--- src/timer16_cfg.svh ---
// register map, field positions, reset values and prescaler taps
`ifndef TIMER16_CFG_SVH
`define TIMER16_CFG_SVH

`define OFS_CTRL_A        8'h00
`define OFS_CTRL_B        8'h04
`define OFS_COUNT_LOW     8'h08
`define OFS_COUNT_HIGH    8'h0C
`define OFS_CMP_A_LOW     8'h10
`define OFS_CMP_A_HIGH    8'h14
`define OFS_CMP_B_LOW     8'h18
`define OFS_CMP_B_HIGH    8'h1C
`define OFS_FLAGS         8'h20
`define OFS_POWER         8'h24

`define CTRL_A_WGM_LSB    0
`define CTRL_B_SEL_LSB    0
`define CTRL_B_WGM_LSB    3
`define CTRL_A_MASK       8'h03
`define CTRL_B_MASK       8'h1F
`define FLAG_OVF_BIT      0
`define POWER_GATE_BIT    0
`define POWER_PRESC_BIT   1

`define RST_CTRL          8'h00
`define RST_COUNT         16'h0000
`define RST_CMP           16'h0000

`define TAP_DIV8          10'h007
`define TAP_DIV64         10'h03F
`define TAP_DIV256        10'h0FF
`define TAP_DIV1024       10'h3FF

`define TOP_8BIT          16'h00FF
`define TOP_9BIT          16'h01FF
`define TOP_10BIT         16'h03FF
`define TOP_MAX           16'hFFFF

`endif

--- src/timer16_pkg.sv ---
// shared types of the timer clock and counter block
package timer16_pkg;

	typedef logic [7:0]  byte_t;
	typedef logic [15:0] word_t;

	typedef enum logic [2:0] {
		SRC_STOP     = 3'h0,
		SRC_DIRECT   = 3'h1,
		SRC_DIV8     = 3'h2,
		SRC_DIV64    = 3'h3,
		SRC_DIV256   = 3'h4,
		SRC_DIV1024  = 3'h5,
		SRC_PIN_FALL = 3'h6,
		SRC_PIN_RISE = 3'h7
	} tick_source_e;

	typedef enum logic [1:0] {
		KIND_NORMAL    = 2'h0,
		KIND_CLEAR_TOP = 2'h1,
		KIND_FAST      = 2'h2,
		KIND_PHASE     = 2'h3
	} count_kind_e;

endpackage : timer16_pkg

--- src/pin_edge_detect.sv ---
// three-stage pin synchroniser with rise and fall edge pulses
`timescale 1ns/10ps

module pin_edge_detect (
	input  wire logic sys_clk_i,
	input  wire logic rst_i,
	input  wire logic pin_i,
	output logic      rise_o,
	output logic      fall_o
);

	logic sync1_ff;
	logic sync2_ff;
	logic sync3_ff;
	logic level_ff;
	logic agree;
	logic nxt_level;

	// a change counts only once the second and third stages agree
	assign agree     = (sync2_ff == sync3_ff);
	assign nxt_level = agree ? sync3_ff : level_ff;
	assign rise_o    = agree & sync3_ff & ~level_ff;
	assign fall_o    = agree & ~sync3_ff & level_ff;

	always_ff @(posedge sys_clk_i) begin
		if (rst_i) begin
			sync1_ff <= 1'b0;
			sync2_ff <= 1'b0;
			sync3_ff <= 1'b0;
			level_ff <= 1'b0;
		end else begin
			sync1_ff <= pin_i;
			sync2_ff <= sync1_ff;
			sync3_ff <= sync2_ff;
			level_ff <= nxt_level;
		end
	end
endmodule : pin_edge_detect

--- src/timer16_clock_and_counter.sv ---
// timer tick selection, shared prescaler and 16-bit counter with bus access
//
// The implementer's own choices: the address map and register access over Wishbone.
`timescale 1ns/10ps
`include "timer16_cfg.svh"
module timer16_clock_and_counter #(
	parameter int ADR_W   = 8,
	parameter int PRESC_W = 10
) (
	input  wire logic                sys_clk_i,
	input  wire logic                rst_i,
	input  wire logic                wb_cyc_i,
	input  wire logic                wb_stb_i,
	input  wire logic                wb_we_i,
	input  wire logic [ADR_W-1:0]    wb_adr_i,
	input  wire logic [3:0]          wb_sel_i,
	input  wire logic [31:0]         wb_dat_i,
	output logic      [31:0]         wb_dat_o,
	output logic                     wb_ack_o,
	input  wire logic                external_count_pin_i,
	input  wire logic                prescaler_reset_i,
	output timer16_pkg::word_t       count_value_o,
	output logic                     count_top_o,
	output logic                     count_bottom_o,
	output logic                     count_down_o,
	output logic                     timer_tick_o,
	output logic                     overflow_flag_o
);
	import timer16_pkg::*;

	function automatic logic tap_hit(input logic [PRESC_W-1:0] cnt,
	                                 input logic [PRESC_W-1:0] mask);
		tap_hit = ((cnt & mask) == mask);
	endfunction : tap_hit
	function automatic count_kind_e kind_of(input logic [3:0] wgm);
		unique case (wgm)
			4'h0, 4'hD:                    kind_of = KIND_NORMAL;
			4'h4, 4'hC:                    kind_of = KIND_CLEAR_TOP;
			4'h5, 4'h6, 4'h7, 4'hE, 4'hF:  kind_of = KIND_FAST;
			4'h1, 4'h2, 4'h3, 4'h8, 4'h9,
			4'hA, 4'hB:                    kind_of = KIND_PHASE;
		endcase
	endfunction : kind_of
	// modes that would take top from capture use compare A instead
	function automatic word_t top_of(input logic [3:0] wgm,
	                                 input word_t cmp);
		unique case (wgm)
			4'h1, 4'h5: top_of = `TOP_8BIT;
			4'h2, 4'h6: top_of = `TOP_9BIT;
			4'h3, 4'h7: top_of = `TOP_10BIT;
			4'h0, 4'hD: top_of = `TOP_MAX;
			4'h4, 4'h8, 4'h9, 4'hA, 4'hB,
			4'hC, 4'hE, 4'hF: top_of = cmp;
		endcase
	endfunction : top_of
	byte_t               ctrl_a_ff;
	byte_t               ctrl_b_ff;
	word_t               count_ff;
	byte_t               hold_high_ff;
	word_t               cmp_a_ff;
	word_t               cmp_b_ff;
	logic                ovf_ff;
	logic                gate_ff;
	logic [PRESC_W-1:0]  presc_ff;
	logic                down_ff;
	logic                ack_ff;
	logic [31:0]         rdata_ff;
	logic                top_ff;
	logic                bottom_ff;
	logic                tick_ff;
	logic                req;
	logic                wr_lane;
	logic                rd;
	byte_t               wbyte;
	logic                hit_ctrl_a;
	logic                hit_ctrl_b;
	logic                hit_cnt_lo;
	logic                hit_cnt_hi;
	logic                hit_cmpa_lo;
	logic                hit_cmpa_hi;
	logic                hit_cmpb_lo;
	logic                hit_cmpb_hi;
	logic                hit_flags;
	logic                hit_power;
	logic                wr_open;
	logic                wr_ctrl_a;
	logic                wr_ctrl_b;
	logic                wr_cnt_lo;
	logic                wr_high;
	logic                wr_cmpa_lo;
	logic                wr_cmpb_lo;
	logic                wr_flags;
	logic                wr_power;
	logic                rd_cnt_lo;
	byte_t               rd_byte;
	byte_t               nxt_hold_high;
	tick_source_e        src;
	logic [3:0]          wgm;
	count_kind_e         kind;
	word_t               top_val;
	logic                presc_clear;
	logic [PRESC_W-1:0]  nxt_presc;
	logic                pin_rise;
	logic                pin_fall;
	logic                raw_tick;
	logic                tick;
	word_t               count_up;
	word_t               count_dn;
	logic                at_top;
	logic                at_zero;
	word_t               nxt_count;
	logic                nxt_down;
	logic                ovf_set;
	logic                nxt_ovf;
	// bus decode: one action per request, taken in the cycle before ack
	assign req         = wb_cyc_i & wb_stb_i & ~ack_ff;
	assign wr_lane     = req & wb_we_i & wb_sel_i[0];
	assign rd          = req & ~wb_we_i;
	assign wbyte       = wb_dat_i[7:0];
	assign hit_ctrl_a  = (wb_adr_i == `OFS_CTRL_A);
	assign hit_ctrl_b  = (wb_adr_i == `OFS_CTRL_B);
	assign hit_cnt_lo  = (wb_adr_i == `OFS_COUNT_LOW);
	assign hit_cnt_hi  = (wb_adr_i == `OFS_COUNT_HIGH);
	assign hit_cmpa_lo = (wb_adr_i == `OFS_CMP_A_LOW);
	assign hit_cmpa_hi = (wb_adr_i == `OFS_CMP_A_HIGH);
	assign hit_cmpb_lo = (wb_adr_i == `OFS_CMP_B_LOW);
	assign hit_cmpb_hi = (wb_adr_i == `OFS_CMP_B_HIGH);
	assign hit_flags   = (wb_adr_i == `OFS_FLAGS);
	assign hit_power   = (wb_adr_i == `OFS_POWER);

	// while gated only the power register accepts writes
	assign wr_open    = wr_lane & ~gate_ff;
	assign wr_ctrl_a  = wr_open & hit_ctrl_a;
	assign wr_ctrl_b  = wr_open & hit_ctrl_b;
	assign wr_cnt_lo  = wr_open & hit_cnt_lo;
	assign wr_high    = wr_open & (hit_cnt_hi | hit_cmpa_hi | hit_cmpb_hi);
	assign wr_cmpa_lo = wr_open & hit_cmpa_lo;
	assign wr_cmpb_lo = wr_open & hit_cmpb_lo;
	assign wr_flags   = wr_open & hit_flags;
	assign wr_power   = wr_lane & hit_power;
	assign rd_cnt_lo  = rd & hit_cnt_lo;

	assign nxt_hold_high = wr_high   ? wbyte :
	                       rd_cnt_lo ? count_ff[15:8] :
	                                   hold_high_ff;

	// compare highs read directly; only the counter high uses the latch
	assign rd_byte =
		hit_ctrl_a  ? ctrl_a_ff :
		hit_ctrl_b  ? ctrl_b_ff :
		hit_cnt_lo  ? count_ff[7:0] :
		hit_cnt_hi  ? hold_high_ff :
		hit_cmpa_lo ? cmp_a_ff[7:0] :
		hit_cmpa_hi ? cmp_a_ff[15:8] :
		hit_cmpb_lo ? cmp_b_ff[7:0] :
		hit_cmpb_hi ? cmp_b_ff[15:8] :
		hit_flags   ? {7'h00, ovf_ff} :
		hit_power   ? {7'h00, gate_ff} : 8'h00;

	// tick selection and the shared free-running prescaler
	assign src  = tick_source_e'(ctrl_b_ff[`CTRL_B_SEL_LSB +: 3]);
	assign wgm  = {ctrl_b_ff[`CTRL_B_WGM_LSB +: 2],
	               ctrl_a_ff[`CTRL_A_WGM_LSB +: 2]};
	assign kind    = kind_of(wgm);
	assign top_val = top_of(wgm, cmp_a_ff);

	// a clear here realigns the taps of every timer sharing them
	assign presc_clear = prescaler_reset_i |
	                     (wr_power & wbyte[`POWER_PRESC_BIT]);
	assign nxt_presc   = presc_clear ? '0 :
	                     PRESC_W'(presc_ff + 1'b1);

	pin_edge_detect u_pin_edge (
		.sys_clk_i (sys_clk_i),
		.rst_i     (rst_i),
		.pin_i     (external_count_pin_i),
		.rise_o    (pin_rise),
		.fall_o    (pin_fall)
	);
	always_comb begin
		unique case (src)
			SRC_STOP:     raw_tick = 1'b0;
			SRC_DIRECT:   raw_tick = 1'b1;
			SRC_DIV8:     raw_tick = tap_hit(presc_ff, `TAP_DIV8);
			SRC_DIV64:    raw_tick = tap_hit(presc_ff, `TAP_DIV64);
			SRC_DIV256:   raw_tick = tap_hit(presc_ff, `TAP_DIV256);
			SRC_DIV1024:  raw_tick = tap_hit(presc_ff, `TAP_DIV1024);
			SRC_PIN_FALL: raw_tick = pin_fall;
			SRC_PIN_RISE: raw_tick = pin_rise;
		endcase
	end

	assign tick = raw_tick & ~gate_ff;
	// counter core
	assign count_up = 16'(count_ff + 16'h0001);
	assign count_dn = 16'(count_ff - 16'h0001);
	assign at_top   = (count_ff == top_val);
	assign at_zero  = (count_ff == 16'h0000);
	always_comb begin
		nxt_count = count_ff;
		nxt_down  = down_ff;
		ovf_set   = 1'b0;
		if (tick) begin
			unique case (kind)
				KIND_NORMAL: begin
					nxt_count = count_up;
					nxt_down  = 1'b0;
					ovf_set   = (count_ff == `TOP_MAX);
				end
				KIND_CLEAR_TOP: begin
					nxt_count = at_top ? 16'h0000 : count_up;
					nxt_down  = 1'b0;
					ovf_set   = (count_ff == `TOP_MAX);
				end
				KIND_FAST: begin
					nxt_count = at_top ? 16'h0000 : count_up;
					nxt_down  = 1'b0;
					ovf_set   = at_top;
				end
				KIND_PHASE: begin
					if (!down_ff) begin
						nxt_down  = (count_ff >= top_val);
						nxt_count = nxt_down ? count_dn : count_up;
					end else if (at_zero) begin
						nxt_down  = 1'b0;
						nxt_count = count_up;
						ovf_set   = 1'b1;
					end else begin
						nxt_count = count_dn;
					end
				end
			endcase
		end
		// a bus write overrides any count or clear in the same cycle
		if (wr_cnt_lo) begin
			nxt_count = {hold_high_ff, wbyte};
		end
	end

	// the set wins over a clear in the same cycle
	assign nxt_ovf = ovf_set |
	                 (ovf_ff & ~(wr_flags & wbyte[`FLAG_OVF_BIT]));
	always_ff @(posedge sys_clk_i) begin
		if (rst_i) begin
			ctrl_a_ff    <= `RST_CTRL;
			ctrl_b_ff    <= `RST_CTRL;
			cmp_a_ff     <= `RST_CMP;
			cmp_b_ff     <= `RST_CMP;
			gate_ff      <= 1'b0;
			hold_high_ff <= 8'h00;
			ack_ff       <= 1'b0;
			rdata_ff     <= 32'h0000_0000;
		end else begin
			if (wr_ctrl_a) ctrl_a_ff <= wbyte & `CTRL_A_MASK;
			if (wr_ctrl_b) ctrl_b_ff <= wbyte & `CTRL_B_MASK;
			if (wr_cmpa_lo) cmp_a_ff <= {hold_high_ff, wbyte};
			if (wr_cmpb_lo) cmp_b_ff <= {hold_high_ff, wbyte};
			if (wr_power) gate_ff <= wbyte[`POWER_GATE_BIT];
			hold_high_ff <= nxt_hold_high;
			ack_ff       <= req;
			if (rd) rdata_ff <= {24'h00_0000, rd_byte};
		end
	end

	always_ff @(posedge sys_clk_i) begin
		if (rst_i) begin
			count_ff  <= `RST_COUNT;
			down_ff   <= 1'b0;
			ovf_ff    <= 1'b0;
			presc_ff  <= '0;
			top_ff    <= 1'b0;
			bottom_ff <= 1'b1;
			tick_ff   <= 1'b0;
		end else begin
			count_ff  <= nxt_count;
			down_ff   <= nxt_down;
			ovf_ff    <= nxt_ovf;
			presc_ff  <= nxt_presc;
			top_ff    <= (nxt_count == top_val);
			bottom_ff <= (nxt_count == 16'h0000);
			tick_ff   <= tick;
		end
	end

	assign wb_ack_o        = ack_ff;
	assign wb_dat_o        = rdata_ff;
	assign count_value_o   = count_ff;
	assign count_top_o     = top_ff;
	assign count_bottom_o  = bottom_ff;
	assign count_down_o    = down_ff;
	assign timer_tick_o    = tick_ff;
	assign overflow_flag_o = ovf_ff;
endmodule : timer16_clock_and_counter

--- config.mk ---
export PLATFORM = sky130hd
export DESIGN_NAME = timer16_clock_and_counter
export DESIGN_NICKNAME = d
export VERILOG_FILES = /design/src/timer16_pkg.sv /design/src/pin_edge_detect.sv /design/src/timer16_clock_and_counter.sv
export VERILOG_INCLUDE_DIRS = /design/src
export SDC_FILE = /design/constraint.sdc
export NUM_CORES = 1
export LEC_CHECK = 0
export BUFFER_PORTS_ARGS = -buffer_cell sky130_fd_sc_hd__buf_4
export CORE_MARGIN = 1.5
export CORE_UTILIZATION = 58
export CTS_CLUSTER_DIAMETER = 40
export DETAILED_ROUTE_END_ITERATION = 10
export GPL_TIMING_DRIVEN = 0
export PLACE_DENSITY = 0.81
export SLEW_MARGIN = 20
export SYNTH_ARGS = -nofsm -noshare
export SYNTH_HDL_FRONTEND = slang
export SYNTH_HIERARCHICAL = 1
export SYNTH_SLANG_ARGS = --single-unit
--- constraint.sdc ---
create_clock -name sys_clk_i -period 4.75 [get_ports sys_clk_i]
set_input_delay 0.475 -clock sys_clk_i [delete_from_list [all_inputs] [get_ports sys_clk_i]]
set_output_delay 0.475 -clock sys_clk_i [all_outputs]
set_load 0.005 [all_outputs]
==> results of run 1 <==
kinds of logic after synthesis:
family,share of synthesized area [%]
xor+xnor,3.733
compound gates,23.10
buf+inv,7.579
flops,28.03
simple gates,29.77
mux,2.590
fa+ha+maj,5.142
other cells,0.05708
registers in the layout, indices dropped and copies added (netlist names), 2 cells and up:
| name | cells |
|---|---|
| presc_ff | 10 |
| ctrl_b_ff | 5 |
| count_value_o | 16 |
| cmp_b_ff | 16 |
| ctrl_a_ff | 2 |
| cmp_a_ff | 16 |
| wb_dat_o | 8 |
| hold_high_ff | 8 |
power groups by stage:
stage	combinational [µW]	sequential (µW)	clock, µW
floorplan	51.1	798	0
global placement	96.9	798	0
detailed placement	97.8	799	0
CTS	97.9	780	795
global route	109	781	824
finish	102	780	799
layer usage:
layer  global-route usage (%)  share of wire (%)  vias to the layer above
met5                   0.4464                  0                        -
met4                    24.30                6.4                        0
met3                    9.840                 13                      112
met2                    61.71                 43                      522
met1                    54.48                 38                     3316
li1                         -                  -                     3309
worst paths after layout:
path	start	depth (start not counted)	slack [ns]	to
setup / recovery	ctrl_a_ff[1]	17	0.09	count_top_o
setup reg to reg	ctrl_a_ff[1]	17	0.09	count_top_o
hold reg to reg	u_pin_edge/sync1_ff	1	0.45	u_pin_edge/sync2_ff
hold / removal	rst_i	2	0.29	u_pin_edge/sync3_ff
synthesized netlist by cell type, types with 4 or more instances:
master	count
sky130_fd_sc_hd__o21ai_0	24
sky130_fd_sc_hd__a211oi_1	24
sky130_fd_sc_hd__buf_2	6
sky130_fd_sc_hd__xor2_1	14
sky130_fd_sc_hd__nand2_1	122
sky130_fd_sc_hd__dfxtp_1	92
sky130_fd_sc_hd__buf_1	4
sky130_fd_sc_hd__clkbuf_1	37
sky130_fd_sc_hd__a21o_1	4
sky130_fd_sc_hd__a22oi_1	13
sky130_fd_sc_hd__o21ai_1	6
sky130_fd_sc_hd__and3_1	11
sky130_fd_sc_hd__o221ai_1	4
sky130_fd_sc_hd__nand3b_1	4
sky130_fd_sc_hd__or4_1	4
sky130_fd_sc_hd__or2_2	6
sky130_fd_sc_hd__nor4_1	14
sky130_fd_sc_hd__a221oi_1	8
sky130_fd_sc_hd__inv_1	19
sky130_fd_sc_hd__nand4_1	17
sky130_fd_sc_hd__and2_1	8
sky130_fd_sc_hd__o211ai_1	5
sky130_fd_sc_hd__ha_1	27
sky130_fd_sc_hd__a2111oi_0	4
sky130_fd_sc_hd__a31oi_1	4
sky130_fd_sc_hd__or3_1	6
sky130_fd_sc_hd__o31ai_1	4
sky130_fd_sc_hd__nor3_1	19
sky130_fd_sc_hd__nand3_1	30
sky130_fd_sc_hd__nor2_1	100
sky130_fd_sc_hd__buf_4	26
sky130_fd_sc_hd__o21a_1	5
sky130_fd_sc_hd__and4_1	7
sky130_fd_sc_hd__nor2b_1	7
sky130_fd_sc_hd__xnor2_1	14
sky130_fd_sc_hd__nand2b_1	8
sky130_fd_sc_hd__mux2i_1	17
sky130_fd_sc_hd__a21oi_1	65
placed cells by master, fill, tap and decap left out, drive strengths merged, types with 6 or more instances in the layout:
master    n
a211oi   25
a21oi    66
a221oi   11
a22oi    13
and2      8
and3     11
and4      7
buf      99
clkbuf   48
conb     24
dfxtp    92
ha       27
inv      23
mux2i    17
nand2   123
nand2b    9
nand3    30
nand4    18
nor2    100
nor2b     7
nor3     21
nor4     18
o211ai    7
o21ai    30
or2       7
or3       6
xnor2    14
xor2     14
critical path, cell delays in order (launching register included):
cell,delay [ns]
sky130_fd_sc_hd__dfxtp_1,0.30
sky130_fd_sc_hd__buf_2,0.25
sky130_fd_sc_hd__nor2_2,0.10
sky130_fd_sc_hd__inv_2,0.08
sky130_fd_sc_hd__nand2b_2,0.13
sky130_fd_sc_hd__a211oi_2,0.49
sky130_fd_sc_hd__ha_1,0.34
sky130_fd_sc_hd__and3_1,0.19
sky130_fd_sc_hd__o21ai_0,0.36
sky130_fd_sc_hd__nand2_1,0.19
sky130_fd_sc_hd__o31a_2,0.39
sky130_fd_sc_hd__buf_6,0.18
sky130_fd_sc_hd__a2111oi_0,0.47
sky130_fd_sc_hd__nor2_1,0.13
sky130_fd_sc_hd__a2bb2oi_2,0.34
sky130_fd_sc_hd__xnor2_1,0.18
sky130_fd_sc_hd__nand4_1,0.16
sky130_fd_sc_hd__nor4_2,0.29
layout make-up:
cell class / instances / area [µm²]
flip-flops and latches: 92 / 1843
fillers: 952 / 3191
well taps: 140 / 175.2
inverters: 20 / 75.07
clock buffers: 9 / 225.2
repair buffers: 60 / 462.9
clock inverters: 7 / 101.3
multi-input cells: 700 / 4438
plain buffers: 78 / 424.2
metrics by stage:
stage	instance area [µm²]	power, µW	TNS [ns]
3_3_place_gp	7214	895.1	-0.3620
5_1_grt	7745	1714	0
4_1_cts	7592	1673	0
3_5_place_dp	7214	896.3	-0.3347
2_1_floorplan	6656	849.0	0
6_report	7745	1681	0
timing repair:
| action | 4_1_cts | 5_1_grt |
|---|---|---|
| setup endpoints to repair | 2 | 2 |
| setup buffers | 0 | 9 |
| pin swaps | 0 | 5 |
| resized for setup | 10 | 15 |
| hold buffers | 0 | 0 |
==> impl_metrics.env, run 1 <==
export IMPL_buffer_ports_inserted=51
export IMPL_cts_made_buffers=9
export IMPL_post_drt_via_cell_ratio=6.563
export IMPL_power_leakage_uw=0.003078
export IMPL_synth_edff_count=0
export IMPL_yosys_register_bits=92
export IMPL_worstSetupEndpointType="flip-flop"
export IMPL_pin_count=105
export IMPL_layout_nets=1039
export IMPL_power_clock_fraction_pct=47.5
export IMPL_fin_hold_ws_ns=0.2938
export IMPL_postRouteWirelength_um=24240
export IMPL_critical_path_required_ns=5.04
export IMPL_antenna_violating_nets_post_route=0
export IMPL_clock_tree_htree_level_count=3
export IMPL_grt_pass1_vias=6527
export IMPL_stdcell_count=1106
export IMPL_worst_slack_ns=0.08989
export IMPL_max_clock_path_buffers=2
export IMPL_dominant_synthesized_flop_cell="sky130_fd_sc_hd__dfxtp_1"
export IMPL_pwr_cell_area_nw_per_um2=217.0
export IMPL_status="completed"
export IMPL_synthToLayoutAreaGrowth_pct=17.88
export IMPL_fin_crit_ns=4.660
export IMPL_globalplace_congestion=1.028
export IMPL_dr_first_iter_drc_count=929
export IMPL_clockRootBuffer="sky130_fd_sc_hd__clkbuf_16"
export IMPL_p_comb_share_pct=6.1
export IMPL_worst_path_max_fanout=10
export IMPL_drv_max_cap_violation_count=0
export IMPL_insertedDiodeCount=0
export IMPL_final_setup_skew_ns=0.01299
export IMPL_yosys_top_cells_area="sky130_fd_sc_hd__dfxtp_1 28%, sky130_fd_sc_hd__nand2_1 7.0%, sky130_fd_sc_hd__nor2_1 5.7%"
export IMPL_finalCoreUtilization_pct=70.82
export IMPL_synth_largest_area_cell="sky130_fd_sc_hd__dfxtp_1"
export IMPL_initial_core_util_pct=60.08
export IMPL_power_share_switching_pct=25.97
export IMPL_global_route_overflow_total=0
export IMPL_maxSlewHeadroom_pct=44.12
export IMPL_grt_pass1_wl_um=36870
export IMPL_core_rowCount=38
export IMPL_post_place_ws_ns=-0.2336
export IMPL_design_die_area_um2=11970
export IMPL_maxSlewViolCount=0
export IMPL_post_route_drc_count=0
export IMPL_die_h_um=109.4
export IMPL_worst_skew_pair_late_latency_ns=0.37
export IMPL_synth_area_um2=6570
export IMPL_cts_sinks=92
export IMPL_share_seq_of_total_power_pct=46.4
export IMPL_grt_max_degree=20
export IMPL_grt_antenna_before_repair=0
export IMPL_share_of_post_route_cells_with_drive_strength_above_1_pct=16.25
export IMPL_cts_reportedPaths_clkPinSlew_ns=0.08
export IMPL_detail_route_wl_per_cell_um=21.91
export IMPL_total_switching_power_uw=436.4
export IMPL_drt_pre_antenna_iters=6
export IMPL_number_of_hold_violations_in_the_final_report=0
export IMPL_fp_coreArea_um2=10940
export IMPL_setup_viol=0
export IMPL_synth_largest_type_area_fraction_pct=28.03
export IMPL_postSynthAreaPerCell_um2=7.578
export IMPL_synth_cells=867
export IMPL_worst_setup_path_start_kind="flip-flop"
export IMPL_worst_setup_path_type="reg2reg"
export IMPL_hpwlAfterDp_um=17860
export IMPL_cts_tree="done"
export IMPL_power_internal_uw=1244
export IMPL_worstMarginPinSlew_ns=0.8312
export IMPL_vias=7259
export IMPL_postSynth_asyncResetShare_pct=0
export IMPL_power_ir_vdd_worst_v=0.0002349
export IMPL_ys_warn_count=6
export IMPL_place_detailed_instances=1081
export IMPL_track_usage_pct=41.49
export IMPL_max_clock_freq_mhz=214.6
export IMPL_rsz0062_at_grt="no"
export IMPL_fp_dieW_um=109.4
export IMPL_synthDistinctLibCells=88
export IMPL_cp_arrival_ns=4.95
export IMPL_finalCritPeriodShare_pct=98.11
export IMPL_share_of_synthesized_area_occupied_by_flip_flops_and_latches_pct=28.03
export IMPL_worstHoldPathType="in2reg"
(Power assumes the default switching activity.)
==> run 2, diff against run 1 <==
--- a/config.mk
+++ b/config.mk
@@ -8,11 +8,12 @@
 export LEC_CHECK = 0
 export BUFFER_PORTS_ARGS = -buffer_cell sky130_fd_sc_hd__buf_4
 export CORE_MARGIN = 1.5
-export CORE_UTILIZATION = 58
+export CORE_UTILIZATION = 59
+export CTS_BUF_LIST = sky130_fd_sc_hd__clkbuf_4 sky130_fd_sc_hd__clkbuf_8
 export CTS_CLUSTER_DIAMETER = 40
 export DETAILED_ROUTE_END_ITERATION = 10
 export GPL_TIMING_DRIVEN = 0
-export PLACE_DENSITY = 0.81
+export PLACE_DENSITY = 0.83
 export SLEW_MARGIN = 20
 export SYNTH_ARGS = -nofsm -noshare
 export SYNTH_HDL_FRONTEND = slang
==> constraint.sdc (replaced) <==
create_clock -name sys_clk_i -period 4.8 [get_ports sys_clk_i]
set_input_delay 0.48 -clock sys_clk_i [delete_from_list [all_inputs] [get_ports sys_clk_i]]
set_output_delay 0.48 -clock sys_clk_i [all_outputs]
set_load 0.005 [all_outputs]
==> run 2 against run 1 <==
  * Die area down 1.6%
  * Power down 13%
  * Core utilization down 0.74 points
  * Cell count down 0.18%
  * Register-to-register slack better by 0.06 ns
  * Clock skew up 0.0034 ns
  * Count of clock-buffer cells in the layout up 1
  * Routed wire length down 1.3%
  * Critical path type unchanged
  * Critical endpoint unchanged
  * Largest power group is now registers
==> impl_metrics.env, run 2 (synthesis results as in run 1) <==
export IMPL_mostFrequentLayoutCells="122 x sky130_fd_sc_hd__nand2_1, 99 x sky130_fd_sc_hd__nor2_1, 91 x sky130_fd_sc_hd__dfxtp_1"
export IMPL_worst_slack_ns=0.1529
export IMPL_cts_sinks=92
export IMPL_critical_path_required_ns=5.11
export IMPL_grt_antenna_before_repair=0
export IMPL_clockRootBuffer="sky130_fd_sc_hd__clkbuf_8"
export IMPL_clock_tree_htree_level_count=3
export IMPL_regToRegSetupSlack_ns=0.15
export IMPL_final_setup_skew_ns=0.01637
export IMPL_fp_dieW_um=108.5
export IMPL_post_drt_via_cell_ratio=6.511
export IMPL_worst_skew_pair_late_latency_ns=0.39
export IMPL_postRouteWirelength_um=23930
export IMPL_worst_setup_path_start_kind="flip-flop"
export IMPL_finalCritPeriodShare_pct=96.81
export IMPL_cts_made_buffers=9
export IMPL_grt_pass1_vias=6481
export IMPL_worst_setup_path_type="reg2reg"
export IMPL_synthToLayoutAreaGrowth_pct=15.64
export IMPL_mostFrequentLayoutCell="sky130_fd_sc_hd__nand2_1"
export IMPL_maxSlewViolCount=0
export IMPL_die_h_um=108.5
export IMPL_global_route_overflow_total=0
export IMPL_worstHoldPathType="in2reg"
export IMPL_cts_reportedPaths_clkPinSlew_ns=0.11
export IMPL_power_leakage_uw=0.003019
export IMPL_pwr_cell_area_nw_per_um2=192.3
export IMPL_worstMarginPinSlew_ns=0.9009
export IMPL_globalplace_congestion=1.065
export IMPL_hpwlAfterDp_um=17670
export IMPL_share_of_post_route_cells_with_drive_strength_above_1_pct=15.87
export IMPL_dr_first_iter_drc_count=803
export IMPL_detail_route_wl_per_cell_um=21.67
export IMPL_setup_viol=0
export IMPL_fill_cells=956
export IMPL_layout_nets=1037
export IMPL_max_clock_freq_mhz=215.2
export IMPL_number_of_hold_violations_in_the_final_report=0
export IMPL_post_route_drc_count=0
export IMPL_status="completed"
export IMPL_rsz0062_at_grt="no"
export IMPL_initial_core_util_pct=60.61
export IMPL_track_usage_pct=41.52
export IMPL_pin_count=105
export IMPL_max_clock_path_buffers=2
export IMPL_core_rowCount=38
export IMPL_buffer_ports_inserted=51
export IMPL_fp_coreArea_um2=10840
export IMPL_vias=7188
export IMPL_cts_tree="done"
export IMPL_power_ir_vdd_worst_v=0.0002043
export IMPL_fin_crit_ns=4.647
export IMPL_power_total_uw=1461
export IMPL_antenna_violating_nets_post_route=0
export IMPL_cp_arrival_ns=4.96
export IMPL_maxSlewHeadroom_pct=39.43
export IMPL_worstSetupEndpointType="flip-flop"
export IMPL_design_die_area_um2=11780
export IMPL_grt_pass1_wl_um=36340
export IMPL_grt_max_degree=18
export IMPL_drt_pre_antenna_iters=8
export IMPL_insertedDiodeCount=0
export IMPL_setup_tns_final_ns=0
export IMPL_worst_path_max_fanout=10
export IMPL_drv_max_cap_violation_count=0
export IMPL_post_place_ws_ns=-0.1623
[run 2: cell count changes in the layout (fill, tap and decap cells not counted), sizes merged]
cell	before	now
buf	99	97
clkbuf	48	49
clkinvlp	1	0
[run 2: report_power, final]
part | internal [µW] | total (µW) | switching [µW]
Sequential | 769 | 773 | 4.01
Clock | 266 | 589 | 322
Combinational | 40.6 | 99.6 | 59.0
[run 2: per-layer routing]
metal / GRT usage (%) / wire length [µm]
met4: 25.56 / 1539
met1: 53.16 / 9294
met2: 62.04 / 10260
met5: 0.8929 / 0
met3: 10.73 / 2835
[run 2: area by class of cell]
| cell class | count | area (µm²) | share of cell area, % |
|---|---|---|---|
| buffer | 78 | 424.2 | 5.583 |
| clock inverter | 6 | 80.08 | 1.054 |
| tap | 140 | 175.2 | 2.306 |
| inverter | 20 | 75.07 | 0.9881 |
| multi-input combinational | 700 | 4427 | 58.27 |
| sequential | 92 | 1843 | 24.26 |
| timing repair buffer | 58 | 435.4 | 5.731 |
| clock buffer | 10 | 137.6 | 1.812 |
[run 2: worst paths after layout]
path                startpoint                  end  cells after the start
setup / recovery  ctrl_b_ff[4]          count_top_o                     16
hold / removal           rst_i  u_pin_edge/sync3_ff                      2
setup reg to reg  ctrl_b_ff[4]          count_top_o                     16
hold reg to reg    cmp_b_ff[0]          cmp_b_ff[0]                      2
[run 2: worst max-delay path, stage by stage (launching register included)]
cell                       delay [ns]
sky130_fd_sc_hd__dfxtp_1         0.49
sky130_fd_sc_hd__nand2_1         0.18
sky130_fd_sc_hd__nor3b_4         0.38
sky130_fd_sc_hd__or2_2           0.19
sky130_fd_sc_hd__a21oi_1         0.09
sky130_fd_sc_hd__ha_1            0.36
sky130_fd_sc_hd__nand4_1         0.16
sky130_fd_sc_hd__or3_1           0.44
sky130_fd_sc_hd__nor3_2          0.32
sky130_fd_sc_hd__o31a_2          0.30
sky130_fd_sc_hd__buf_6           0.18
sky130_fd_sc_hd__mux2i_1         0.09
sky130_fd_sc_hd__a211oi_2        0.40
sky130_fd_sc_hd__o32ai_1         0.16
sky130_fd_sc_hd__nor4_1          0.37
sky130_fd_sc_hd__nand4_1         0.15
sky130_fd_sc_hd__nor4_2          0.29
[run 2: what timing repair did]
item                                    CTS  global route
cloned                                    0             0
gates resized for setup                   5            18
endpoints found under the setup margin    1             2
hold buffers                              0             0
pin swaps                                 0             4
hold endpoints to repair                  0             0
setup buffers                             0             7
[run 2: metrics by stage]
step                      utilization, %  hold slack [ns]  instance area (µm²)  std cells
after floorplan                        -           0.4138                 6656        890
after global placement             66.55           0.4222                 7214       1081
after detailed placement           66.55           0.4448                 7214       1081
after CTS                          68.79           0.2659                 7457       1097
after global routing               70.08           0.2716                 7597       1104
final                              70.08           0.2782                 7597       1104
